`src/design/tbe_pkg.sv`:
```
// shared widths, reset values and rate figures of the transmit coding path
package tbe_pkg;
   localparam int BYTE_W = 8;                  // one fabric byte
   localparam int WORD_W = 2 * BYTE_W;         // two-byte fabric word
   localparam int CODE_W = 10;                 // one 8b/10b code group
   localparam int FIFO_DEPTH = 16;             // words held ahead of coder
   localparam logic RD_RESET = 1'b0;           // running disparity negative
   localparam logic [5:0] K28_6B = 6'h0f;      // 001111 at negative disparity
   localparam logic [3:0] ALT7_4B = 4'h7;      // 0111 alternate x.7 form
   localparam logic [4:0] K28_X = 5'h1c;       // low five bits of K28.y
   localparam logic [2:0] Y7 = 3'h7;           // 3b value 7
   localparam logic [2:0] Y3 = 3'h3;           // 3b value 3
   localparam logic [4:0] X7 = 5'h07;          // 5b value 7
   // line rate against fabric clock: serial bits per fabric clock
   localparam int LINE_RATE_MBPS = 3125;       // highest line rate served
   localparam int SER_RATIO = 20;              // bits per word, serializer on
   localparam int NOSER_RATIO = 10;            // bits per byte, serializer off
   localparam int FABRIC_KHZ_SER = LINE_RATE_MBPS * 1000 / SER_RATIO;
   localparam int BYTES_PER_WORD = SER_RATIO / NOSER_RATIO;
endpackage : tbe_pkg

```
`src/design/tbe_fifo.sv`:
```
// word FIFO with registered read data, between fabric and coder
module tbe_fifo #(
   parameter int WIDTH = 18,
   parameter int DEPTH = 16
) (
   input wire logic clk,                    // core clock
   input wire logic rst,                    // synchronous reset, high
   input wire logic in_valid,               // writer offers a word
   output logic in_ready,                   // room for a word, registered
   input wire logic [WIDTH-1:0] in_data,    // word written
   output logic out_valid,                  // read word present, registered
   input wire logic out_ready,              // reader takes the word
   output logic [WIDTH-1:0] out_data        // read word, registered
);
   localparam int AW = $clog2(DEPTH);

   generate
      if (DEPTH < 2 || (1 << AW) != DEPTH || WIDTH < 1) begin : g_chk
         $error("tbe_fifo: depth must be a power of two of at least two");
      end
   endgenerate

   typedef struct packed {
      logic [DEPTH-1:0][WIDTH-1:0] mem;
      logic [AW-1:0] wr;
      logic [AW-1:0] rd;
      logic [AW:0] cnt;
      logic room;
      logic o_valid;
      logic [WIDTH-1:0] o_data;
   } tbe_fifo_s;

   tbe_fifo_s st_r;
   tbe_fifo_s st_nxt;

   ////////////////////////////////////////////////////////////////////////
   // push into the array, pop into the output register
   always_comb begin
      logic push;
      logic pop;
      push = 1'b0;
      pop = 1'b0;
      st_nxt = st_r;
      push = in_valid && st_r.room;
      // output register refills only when empty or taken this cycle
      pop = (st_r.cnt != '0) && (!st_r.o_valid || out_ready);
      if (out_ready) begin
         st_nxt.o_valid = 1'b0;
      end
      if (push) begin
         st_nxt.mem[st_r.wr] = in_data;
         st_nxt.wr = st_r.wr + 1'b1;
      end
      if (pop) begin
         st_nxt.o_data = st_r.mem[st_r.rd];
         st_nxt.o_valid = 1'b1;
         st_nxt.rd = st_r.rd + 1'b1;
      end
      st_nxt.cnt = st_r.cnt + {{AW{1'b0}}, push} - {{AW{1'b0}}, pop};
      // room is registered so the fabric sees a clean flop; costs no slot
      st_nxt.room = (st_nxt.cnt != DEPTH[AW:0]);
   end

   ////////////////////////////////////////////////////////////////////////
   // state register
   always_ff @(posedge clk) begin
      if (rst) begin
         st_r <= '0;
         st_r.room <= 1'b1;
      end else begin
         st_r <= st_nxt;
      end
   end

   assign in_ready = st_r.room;
   assign out_valid = st_r.o_valid;
   assign out_data = st_r.o_data;
endmodule : tbe_fifo

```
`src/design/tbe_tx_coder.sv`:
```
// transmit byte serializer and 8b/10b encoder of one transceiver channel
//
// Behaviour
// - Serializer on: each word leaves low byte first, then high byte.
// - Serializer on: one word per two slots, fabric at line rate / 20.
// - Encoder on: byte and flag make one 10-bit group, disparity right.
// - A flagged byte gives K28.y if x is 28, else Dx.y with alternate x.7 forced; an unflagged byte gives Dx.y.
// - Code tables and disparity follow standard 8b/10b data and K coding.
// - A flag on a non-special byte raises no error; the tables decide.
module tbe_tx_coder
   import tbe_pkg::*;
#(
   parameter int FIFO_DEPTH = tbe_pkg::FIFO_DEPTH
) (
   input wire logic clk,                            // byte-rate clock
   input wire logic rst,                            // synchronous reset, high
   input wire logic ser_en,                         // byte serializer on
   input wire logic enc_en,                         // 8b/10b encoder on
   input wire logic tx_valid,                       // fabric offers a word
   output logic tx_ready,                           // word taken, registered
   input wire logic [tbe_pkg::WORD_W-1:0] tx_word,  // high byte, low byte
   input wire logic [1:0] tx_ctrl,                  // control flag per byte
   output logic line_valid,                         // code group present
   input wire logic line_ready,                     // line takes the group
   output logic [tbe_pkg::CODE_W-1:0] line_code,    // bit 9 goes out first
   output logic line_rd                             // disparity after group
);
   import tbe_pkg::*;

   localparam int FW = WORD_W + 2;

   generate
      if (FIFO_DEPTH < 16) begin : g_chk
         $error("tbe_tx_coder: fifo depth below one burst of sixteen");
      end
   endgenerate

   ////////////////////////////////////////////////////////////////////////
   // 8b/10b lookup and disparity helpers

   // 5b/6b group abcdei, as sent at negative disparity
   function automatic logic [5:0] tbe_tbl6(input logic [4:0] x);
      case (x)
         5'h00: tbe_tbl6 = 6'h27;
         5'h01: tbe_tbl6 = 6'h1d;
         5'h02: tbe_tbl6 = 6'h2d;
         5'h03: tbe_tbl6 = 6'h31;
         5'h04: tbe_tbl6 = 6'h35;
         5'h05: tbe_tbl6 = 6'h29;
         5'h06: tbe_tbl6 = 6'h19;
         5'h07: tbe_tbl6 = 6'h38;
         5'h08: tbe_tbl6 = 6'h39;
         5'h09: tbe_tbl6 = 6'h25;
         5'h0a: tbe_tbl6 = 6'h15;
         5'h0b: tbe_tbl6 = 6'h34;
         5'h0c: tbe_tbl6 = 6'h0d;
         5'h0d: tbe_tbl6 = 6'h2c;
         5'h0e: tbe_tbl6 = 6'h1c;
         5'h0f: tbe_tbl6 = 6'h17;
         5'h10: tbe_tbl6 = 6'h1b;
         5'h11: tbe_tbl6 = 6'h23;
         5'h12: tbe_tbl6 = 6'h13;
         5'h13: tbe_tbl6 = 6'h32;
         5'h14: tbe_tbl6 = 6'h0b;
         5'h15: tbe_tbl6 = 6'h2a;
         5'h16: tbe_tbl6 = 6'h1a;
         5'h17: tbe_tbl6 = 6'h3a;
         5'h18: tbe_tbl6 = 6'h33;
         5'h19: tbe_tbl6 = 6'h26;
         5'h1a: tbe_tbl6 = 6'h16;
         5'h1b: tbe_tbl6 = 6'h36;
         5'h1c: tbe_tbl6 = 6'h0e;
         5'h1d: tbe_tbl6 = 6'h2e;
         5'h1e: tbe_tbl6 = 6'h1e;
         default: tbe_tbl6 = 6'h2b;
      endcase
   endfunction : tbe_tbl6

   // 3b/4b group fghj, primary form at negative disparity
   function automatic logic [3:0] tbe_tbl4(input logic [2:0] y);
      case (y)
         3'h0: tbe_tbl4 = 4'hb;
         3'h1: tbe_tbl4 = 4'h9;
         3'h2: tbe_tbl4 = 4'h5;
         3'h3: tbe_tbl4 = 4'hc;
         3'h4: tbe_tbl4 = 4'hd;
         3'h5: tbe_tbl4 = 4'ha;
         3'h6: tbe_tbl4 = 4'h6;
         default: tbe_tbl4 = 4'he;
      endcase
   endfunction : tbe_tbl4

   // ones in a six-bit field, used for both sub-blocks
   function automatic logic [2:0] tbe_ones(input logic [5:0] v);
      tbe_ones = 3'h0;
      for (int i = 0; i < 6; i++) begin
         tbe_ones = tbe_ones + {2'h0, v[i]};
      end
   endfunction : tbe_ones

   // one byte to one group; returns {disparity after, code group}
   function automatic logic [CODE_W:0] tbe_encode(
      input logic [BYTE_W-1:0] b,
      input logic k,
      input logic rd
   );
      logic [4:0] x;
      logic [2:0] y;
      logic [5:0] t6;
      logic [3:0] t4;
      logic rd6;
      logic alt;
      logic bal4;
      logic comp4;
      x = b[4:0];
      y = b[7:5];
      // a flag on any byte just selects K28 6b when x is 28
      t6 = (k && x == K28_X) ? K28_6B : tbe_tbl6(x);
      // unbalanced groups and D.7 take the inverted form at positive rd
      if (rd && (tbe_ones(t6) != 3'h3 || x == X7)) begin
         t6 = ~t6;
      end
      rd6 = (tbe_ones(t6) != 3'h3) ? ~rd : rd;
      // alternate x.7 avoids a run of five; control groups always use it
      alt = (y == Y7) && (k || (!rd6 && (x == 5'h11 || x == 5'h12 ||
         x == 5'h14)) || (rd6 && (x == 5'h0b || x == 5'h0d ||
         x == 5'h0e)));
      t4 = alt ? ALT7_4B : tbe_tbl4(y);
      bal4 = (tbe_ones({2'h0, t4}) == 3'h2);
      comp4 = rd6 && (!bal4 || y == Y3);
      // balanced K28.1/.2/.5/.6 flip with disparity to keep the comma
      if (k && x == K28_X && bal4 && y != Y3) begin
         comp4 = !rd6;
      end
      if (comp4) begin
         t4 = ~t4;
      end
      tbe_encode = {(bal4 ? rd6 : ~rd6), t6, t4};
   endfunction : tbe_encode

   ////////////////////////////////////////////////////////////////////////
   // fabric words are buffered so a stalled line back-pressures tx_ready

   logic f_valid;
   logic f_ready;
   logic [FW-1:0] f_data;

   tbe_fifo #(
      .WIDTH(FW),
      .DEPTH(FIFO_DEPTH)
   ) u_fifo (
      .clk(clk),
      .rst(rst),
      .in_valid(tx_valid),
      .in_ready(tx_ready),
      .in_data({tx_ctrl, tx_word}),
      .out_valid(f_valid),
      .out_ready(f_ready),
      .out_data(f_data)
   );

   ////////////////////////////////////////////////////////////////////////
   // coder state

   typedef struct packed {
      logic hi_pend;                // high byte of last word still owed
      logic [BYTE_W-1:0] hi_byte;   // that high byte
      logic hi_k;                   // its control flag
      logic rd;                     // running disparity, 1 means positive
      logic o_valid;
      logic [CODE_W-1:0] o_code;
   } tbe_coder_s;

   tbe_coder_s st_r;
   tbe_coder_s st_nxt;
   logic slot;

   // one byte slot per clock whenever the output register can move on
   assign slot = !st_r.o_valid || line_ready;
   // a new word is pulled only in a slot with no high byte owed
   assign f_ready = slot && !st_r.hi_pend;

   ////////////////////////////////////////////////////////////////////////
   // byte selection and encoding
   always_comb begin
      logic [BYTE_W-1:0] byte_v;
      logic k_v;
      logic go;
      logic [CODE_W:0] enc;
      byte_v = '0;
      k_v = 1'b0;
      go = 1'b0;
      enc = '0;
      st_nxt = st_r;
      if (line_ready) begin
         st_nxt.o_valid = 1'b0;
      end
      if (slot && st_r.hi_pend) begin
         // second slot of a word: the high byte follows the low one
         byte_v = st_r.hi_byte;
         k_v = st_r.hi_k;
         go = 1'b1;
         st_nxt.hi_pend = 1'b0;
      end else if (f_ready && f_valid) begin
         byte_v = f_data[BYTE_W-1:0];
         k_v = f_data[WORD_W];
         go = 1'b1;
         // serializer off: the high byte is dropped, one byte per word
         st_nxt.hi_pend = ser_en;
         st_nxt.hi_byte = f_data[WORD_W-1:BYTE_W];
         st_nxt.hi_k = f_data[WORD_W+1];
      end
      if (go) begin
         enc = tbe_encode(byte_v, k_v, st_r.rd);
         st_nxt.o_valid = 1'b1;
         if (enc_en) begin
            st_nxt.o_code = enc[CODE_W-1:0];
            st_nxt.rd = enc[CODE_W];
         end else begin
            // bypass carries the raw byte; disparity is left alone
            st_nxt.o_code = {2'h0, byte_v};
         end
      end
   end

   ////////////////////////////////////////////////////////////////////////
   // state register
   always_ff @(posedge clk) begin
      if (rst) begin
         st_r <= '0;
         st_r.rd <= RD_RESET;
      end else begin
         st_r <= st_nxt;
      end
   end

   assign line_valid = st_r.o_valid;
   assign line_code = st_r.o_code;
   assign line_rd = st_r.rd;
endmodule : tbe_tx_coder

```
`config.mk`:
```
export PLATFORM = sky130hd
export DESIGN_NAME = tbe_tx_coder
export DESIGN_NICKNAME = d
export VERILOG_FILES = /design/src/design/tbe_pkg.sv /design/src/design/tbe_fifo.sv /design/src/design/tbe_tx_coder.sv
export SDC_FILE = /design/constraint.sdc
export NUM_CORES = 1
export LEC_CHECK = 0
export BUFFER_PORTS_ARGS = -buffer_cell sky130_fd_sc_hd__buf_2
export CORE_ASPECT_RATIO = 1.1
export CORE_MARGIN = 3
export CORE_UTILIZATION = 50
export CTS_CLUSTER_SIZE = 8
export DETAILED_ROUTE_END_ITERATION = 6
export PLACE_DENSITY = 0.73
export SYNTH_ARGS = -nofsm -noshare
export SYNTH_HDL_FRONTEND = slang
export SYNTH_SLANG_ARGS = --single-unit
```
`constraint.sdc`:
```
create_clock -name clk -period 9.7 [get_ports clk]
set_clock_uncertainty 0.1 [all_clocks]
set_input_delay 1.455 -clock clk [delete_from_list [all_inputs] [get_ports clk]]
set_output_delay 1.455 -clock clk [all_outputs]
set_load 0.1 [all_outputs]
```
After elaboration in Yosys (flattened, before gate mapping):

Memory sizes are Yosys's and may differ from the RTL's.
Cells that the tools add are included.

* register bits: 343
* ROM bits: 192
* logic and storage cells: 138
* memories kept: 1
* output and inout bits: 13

* equal/unequal tests: 20
* $add $sub $neg: 17
* bitwise gates (word level): 5
* mux-type cells: 28
* reductions and logical operators: 36
* $lt $le $gt $ge: 3

Memory list
* (name not given): depth 32, bits a word 6, rd ports 1, clocked after Yosys merged registers in 0, write ports 0, line tbe_tx_coder.sv:43 `case (x)`

Operator list (number)
* $bwmux 288: 1
* $bmux 18 s4: 1
* $demux 18 s4: 1
* $mux 18: 2
* $pmux 4 s7: 1
* $mux 6: 4
* $add 3x1->3: 7
* $eq 5x5->1 const B: 4
* $mux 19: 1
* $mux 8: 2
* $eq 5x4->1 const B: 3
* $logic_and 1x1->1: 14
* $eq 3x3->1 const B: 4
* $mux 4: 3
* $mux 11: 1
* $logic_or 1x1->1: 10
* $lt 4x5->1 const B: 2
* $mux 1: 10
* $mux 10: 1
* $add 2x1->3: 3
* $eq 3x2->1 const B: 3
* $ne 3x2->1 const B: 3
* $add 4x1->4 const B: 2
* $add 1x1->2: 3
* 15 further kinds: 23

Depth between registers and ports, before layout:

* word-level depth: 44
* gate-level depth with buffers: 45
* gate-level depth less buffers: 41

Hierarchy:

Synthesis repeated with hierarchy kept, for this count alone.

* cells, all modules: 1866
* area total of the unflattened synthesis: 16315.6 um^2

By module, submodules not included
* tbe_fifo: instances 1, cells an instance 1602, area each 14191.1 um^2
* tbe_tx_coder: instances 1, cells an instance 264, area each 2124.5 um^2

Worst setup path after synthesis:

OpenSTA, ideal clock, no wires.

* kind: input to register
* start point: in line_ready
* end point: reg st_r (netlist bit line_code[3])
* slack: -0.941 ns
* path buffers: 3
* cell stages on the path: 40
* arrival time: 10.425 ns
* cells stage by stage: nor2b_4 > buf_6 > clkbuf_1 > a21oi_1 > inv_1 > ha_1 > or4b_4 > or4_4 > nand3_1 > fa_1 > inv_1 > fa_1 > inv_1 > ha_1 > inv_1 > fa_1 > o31ai_1 > buf_2 > (+4 left out) > inv_1 > ha_1 > inv_1 > fa_1 > nand3b_1 > xor2_1 > nor3_1 > a21o_1 > o31a_1 > fa_1 > inv_1 > ha_1 > ha_1 > nand2_1 > a21oi_1 > mux2i_4 > nand4_1 > and3b_1

* word-level cells in the longest chain between the ends: 42
* elaborated cells on any way between the ends: 76

Ends and longest elaborated chain
* start, declared: line tbe_tx_coder.sv:24 `input wire logic line_ready,`
* $logic_or 1x1->1 *: line tbe_tx_coder.sv:179 `assign slot = !st_r.o_valid || line_ready;`
* $logic_and 1x1->1: line tbe_tx_coder.sv:181 `assign f_ready = slot && !st_r.hi_pend;`
* $logic_and 1x1->1: line tbe_tx_coder.sv:204 `end else if (f_ready && f_valid) begin`
* $mux 8: line tbe_tx_coder.sv:204
* $mux 8: line tbe_tx_coder.sv:198 `if (slot && st_r.hi_pend) begin`
* $mem_v2 32x6 or $eq 5x5->1 (tied branches)
* $mux 6 or $logic_and 1x1->1 (tied branches): line tbe_tx_coder.sv:213, tbe_tx_coder.sv:118, tbe_tx_coder.sv:132
* $mux 6: line tbe_tx_coder.sv:118 `t6 = (k && x == K28_X) ? K28_6B : tbe_tbl6(x);`
* (+26 left out)
* $eq 3x2->1: line tbe_tx_coder.sv:129 `bal4 = (tbe_ones({2'h0, t4}) == 3'h2);`
* $logic_not 1->1: line tbe_tx_coder.sv:130 `comp4 = rd6 && (!bal4 || y == Y3);`
* $logic_or 1x1->1: line tbe_tx_coder.sv:130
* $logic_and 1x1->1: line tbe_tx_coder.sv:130
* $mux 1: line tbe_tx_coder.sv:132 `if (k && x == K28_X && bal4 && y != Y3) begin`
* $mux 1: line tbe_tx_coder.sv:213 `if (go) begin`
* $mux 4: line tbe_tx_coder.sv:135 `if (comp4) begin`
* $mux 10: line tbe_tx_coder.sv:216 `if (enc_en) begin`
* end signal, assigned: line tbe_tx_coder.sv:233 `st_r <= st_nxt;`
* end, declared: line tbe_tx_coder.sv:174 `tbe_coder_s st_r;`

Every way passes the cells marked *; elsewhere a longest branch is shown, timed or not. The select of a mux whose other input is x is not followed.
A chain may end at the register's enable or synchronous reset.

Final worst setup path:

Same ends and word-level chain as after synthesis.

==> key figures <==
Timing
  • Minimum clock period: 9.29 ns
  • Final Max Tran Viols: 0
  • Setup TNS Final: 0 ns
  • Final period utilization: 95.8%
  • Maximum clock frequency: 0.108 GHz
  • Setup slack after layout: 0.411 ns
  • Hold Fails Final Rpt: 0
  • Final setup violation count: 0
  • Unrepaired setup endpoints after global routing: no
  • Slew headroom: 21.5%
  • Worst slew pin tran: 1.18 ns

Worst setup path
  • CP Data Required Time: 10.05 ns
  • Slowest stage delay, CP: 0.54 ns
  • Crit path max fanout: 11
  • Critical Path AT: 9.64 ns
  • Worst setup EP type: register
  • Startpoint class of the critical path: input port
  • CP max-delay cell: fa_1
  • Most used cell, CP: fa_1
  • WS Path Type: input port to register

Routing
  • Drc violations: 0
  • DRT Pass-1 Iters: 6
  • Number of vias per cell: 5.85
  • Routed Antenna Nets: 0
  • Drt initial violations: 1528
  • Routed WL: 42.9 mm
  • Avg WL per Cell: 19.2 um
  • Vias: 13073

Pwr
  • PwrDens: 233 nW/um^2
  • Maximum VDD drop: 0.000128 V
  • Static leakage: 0.00575 uW

Floorplanning
  • Die span in y: 191 um
  • Die Width: 174 um
  • Starting Density: 51.0%
  • # rows: 67
  • Die area: 33400 sq um
  • I/O pin count: 37
  • Core area: 30600 sq um

Clocking
  • Root Driver: clkbuf_16
  • Post-CTS sizing: 0
  • Total CTS buffers: 48
  • Skew-Pair Late Insertion Delay: 0.56 ns
  • CTS Sinks: 343
  • CTS max path bufs: 3
  • Post-CTS Setup Inserts: 0
  • # hold bufs at CTS: 0
  • Htree depth: 2
  • Worst-path clk slew: 0.06 ns
  • TritonCTS clock tree: built

Finish
  • Nets: 1873
  • Layout Cells excl Fill: 2235
  • Antenna Cells: 0
  • FF+latch area: 6870 sq um
  • Share of layout cells above drive strength 1: 14.3%
  • Multi-input gate area in the final layout: 8150 sq um
  • Area delta synth->final: 11.4%
  • Fill cells: 2632

Yosys
  • Synth area leader: dfxtp_1
  • Post-synth design cell area: 15600 sq um
  • Ys async rst share: 0%
  • Synth cell count leaders: nand2_1, dfxtp_1, a21oi_1, clkbuf_1, mux4_2
  • Yosys top cell area share: 44.0%
  • Post-synthesis cell count: 1855
  • Synth area leaders: dfxtp_1, nand2_1, mux4_2
  • Top-count cell post-synth: nand2_1
  • Post-synthesis net count: 1911
  • Yosys reg bits: 343
  • Syn Area/Cell: 8.42 sq um
  • Unique masters post-synth: 60
  • Most common flop cell mapped by yosys: dfxtp_1
  • Synth warn: 0
  • Sequential share of the synthesized area: 44.0%
  • EDFF count, synth: 0

Outcome
  • Status: finished, final reports clean

Place
  • Placed Cells: 2181
  • Post-DP HPWL: 26.7 mm
  • I/O Buffers: 36
  • Pre-CTS setup slack: -0.242 ns
  • Placer Congestion: 0.988

Global routing
  • Total congestion overflow: 0
  • Vias in the first global route: 12762
  • First-pass GRT wire length: 68.1 mm
  • Initial antenna violation count: 1
  • Largest net degree at the start of global routing: 172
  • Global Route Usage Sum: 25.5%

Hold path
  • Min-delay worst type: register to register

Job
  • Max-Cap Viols: 0
==> where the power goes <==
group | switching (uW) | internal (uW) | leakage [uW]
logic | 594 | 392 | 0.00236
clock network | 577 | 884 | 0.000616
registers | 121 | 1480 | 0.00277
total | 1290 | 2760 | 0.00575
==> metrics by stage <==
| stage | cell area [sq um] | total power (uW) | utilization, % | hold slack, ns |
|---|---|---|---|---|
| after floorplan | 15700 | 2370 | - | 0.332 |
| after global placement | 16100 | 2570 | 52.6 | 0.338 |
| after detailed placement | 16100 | 2590 | 52.6 | 0.344 |
| after CTS | 17400 | 4050 | 56.7 | 0.351 |
| after global routing | 17400 | 4220 | 56.8 | 0.367 |
| final | 17400 | 4050 | 56.8 | 0.346 |
==> kinds of logic (layout without fill, tap and decap cells) <==
logic type,after synthesis,in the layout,share of synthesized area [%]
AO/OA/AOI/OAI,385,385,13.0
XOR/XNOR,23,23,1.29
adder cells (fa/ha/maj),33,33,2.96
buffers and inverters,190,156,5.03
flip-flops,343,343,44.0
multiplexers,96,96,13.5
AND/OR/NAND/NOR,785,785,20.2
==> critical path, delay by kind of cell <==
family | cells | cell delay [ns]
xor+xnor | 2 | 0.30
compound gates | 6 | 1.21
simple gates | 9 | 1.55
mux | 1 | 0.34
buf+inv | 12 | 1.15
fa+ha+maj | 11 | 3.59
==> cell usage in the layout, fill, tap and decap left out, types with 5 or more instances in the layout <==
cell       instances
nand3b_1           8
clkbuf_16         49
inv_1             20
xnor2_1           14
a21oi_1          331
fa_1               7
ha_1              20
o21ai_0           13
a21o_1             6
a31oi_1            5
mux4_2            90
dfxtp_1          341
xor2_1             7
buf_4             42
nor3_1            12
nand4_1            8
buf_2             35
nand3_1           13
nand2_1          666
nor2_1            36
nor2b_1            5
==> worst paths after layout <==
kind / cells past startpoint / endpoint / from / slack, ns
setup / recovery: 41 / line_code[3] / line_ready / 0.41
hold / removal: 2 / st_r[12] / u_fifo.out_data[17] / 0.35
setup reg to reg: 41 / line_code[3] / u_fifo.out_valid / 0.71
hold reg to reg: 2 / st_r[12] / u_fifo.out_data[17] / 0.35
==> flip-flops by register name, summed over array words and instances (netlist names) <==
register / flops
u_fifo.st_r: 301
u_fifo.out_data: 18
line_code: 10
st_r: 10
line_rd: 1
line_valid: 1
u_fifo.in_ready: 1
u_fifo.out_valid: 1
==> layout make-up <==
cell class | count | share of cell area [%]
multi-input cells | 1322 | 46.8
flip-flops and latches | 343 | 39.5
repair buffers | 78 | 2.91
clock buffers | 52 | 7.12
clock inverters | 2 | 0.101
well taps | 414 | 2.98
inverters | 24 | 0.518
==> metal layers <==
| metal | share of wire (%) | up-vias | track usage (%) | routed length [um] |
|---|---|---|---|---|
| met3 | 6.9 | 120 | 3.68 | 2980 |
| met4 | 4.1 | 0 | 11.8 | 1750 |
| met5 | 0 | - | 0 | 0 |
| li1 | - | 6144 | - | - |
| met1 | 39 | 6269 | 31.3 | 16800 |
| met2 | 50 | 540 | 44.6 | 21400 |
Note: power is estimated with default switching activity, not from simulation.
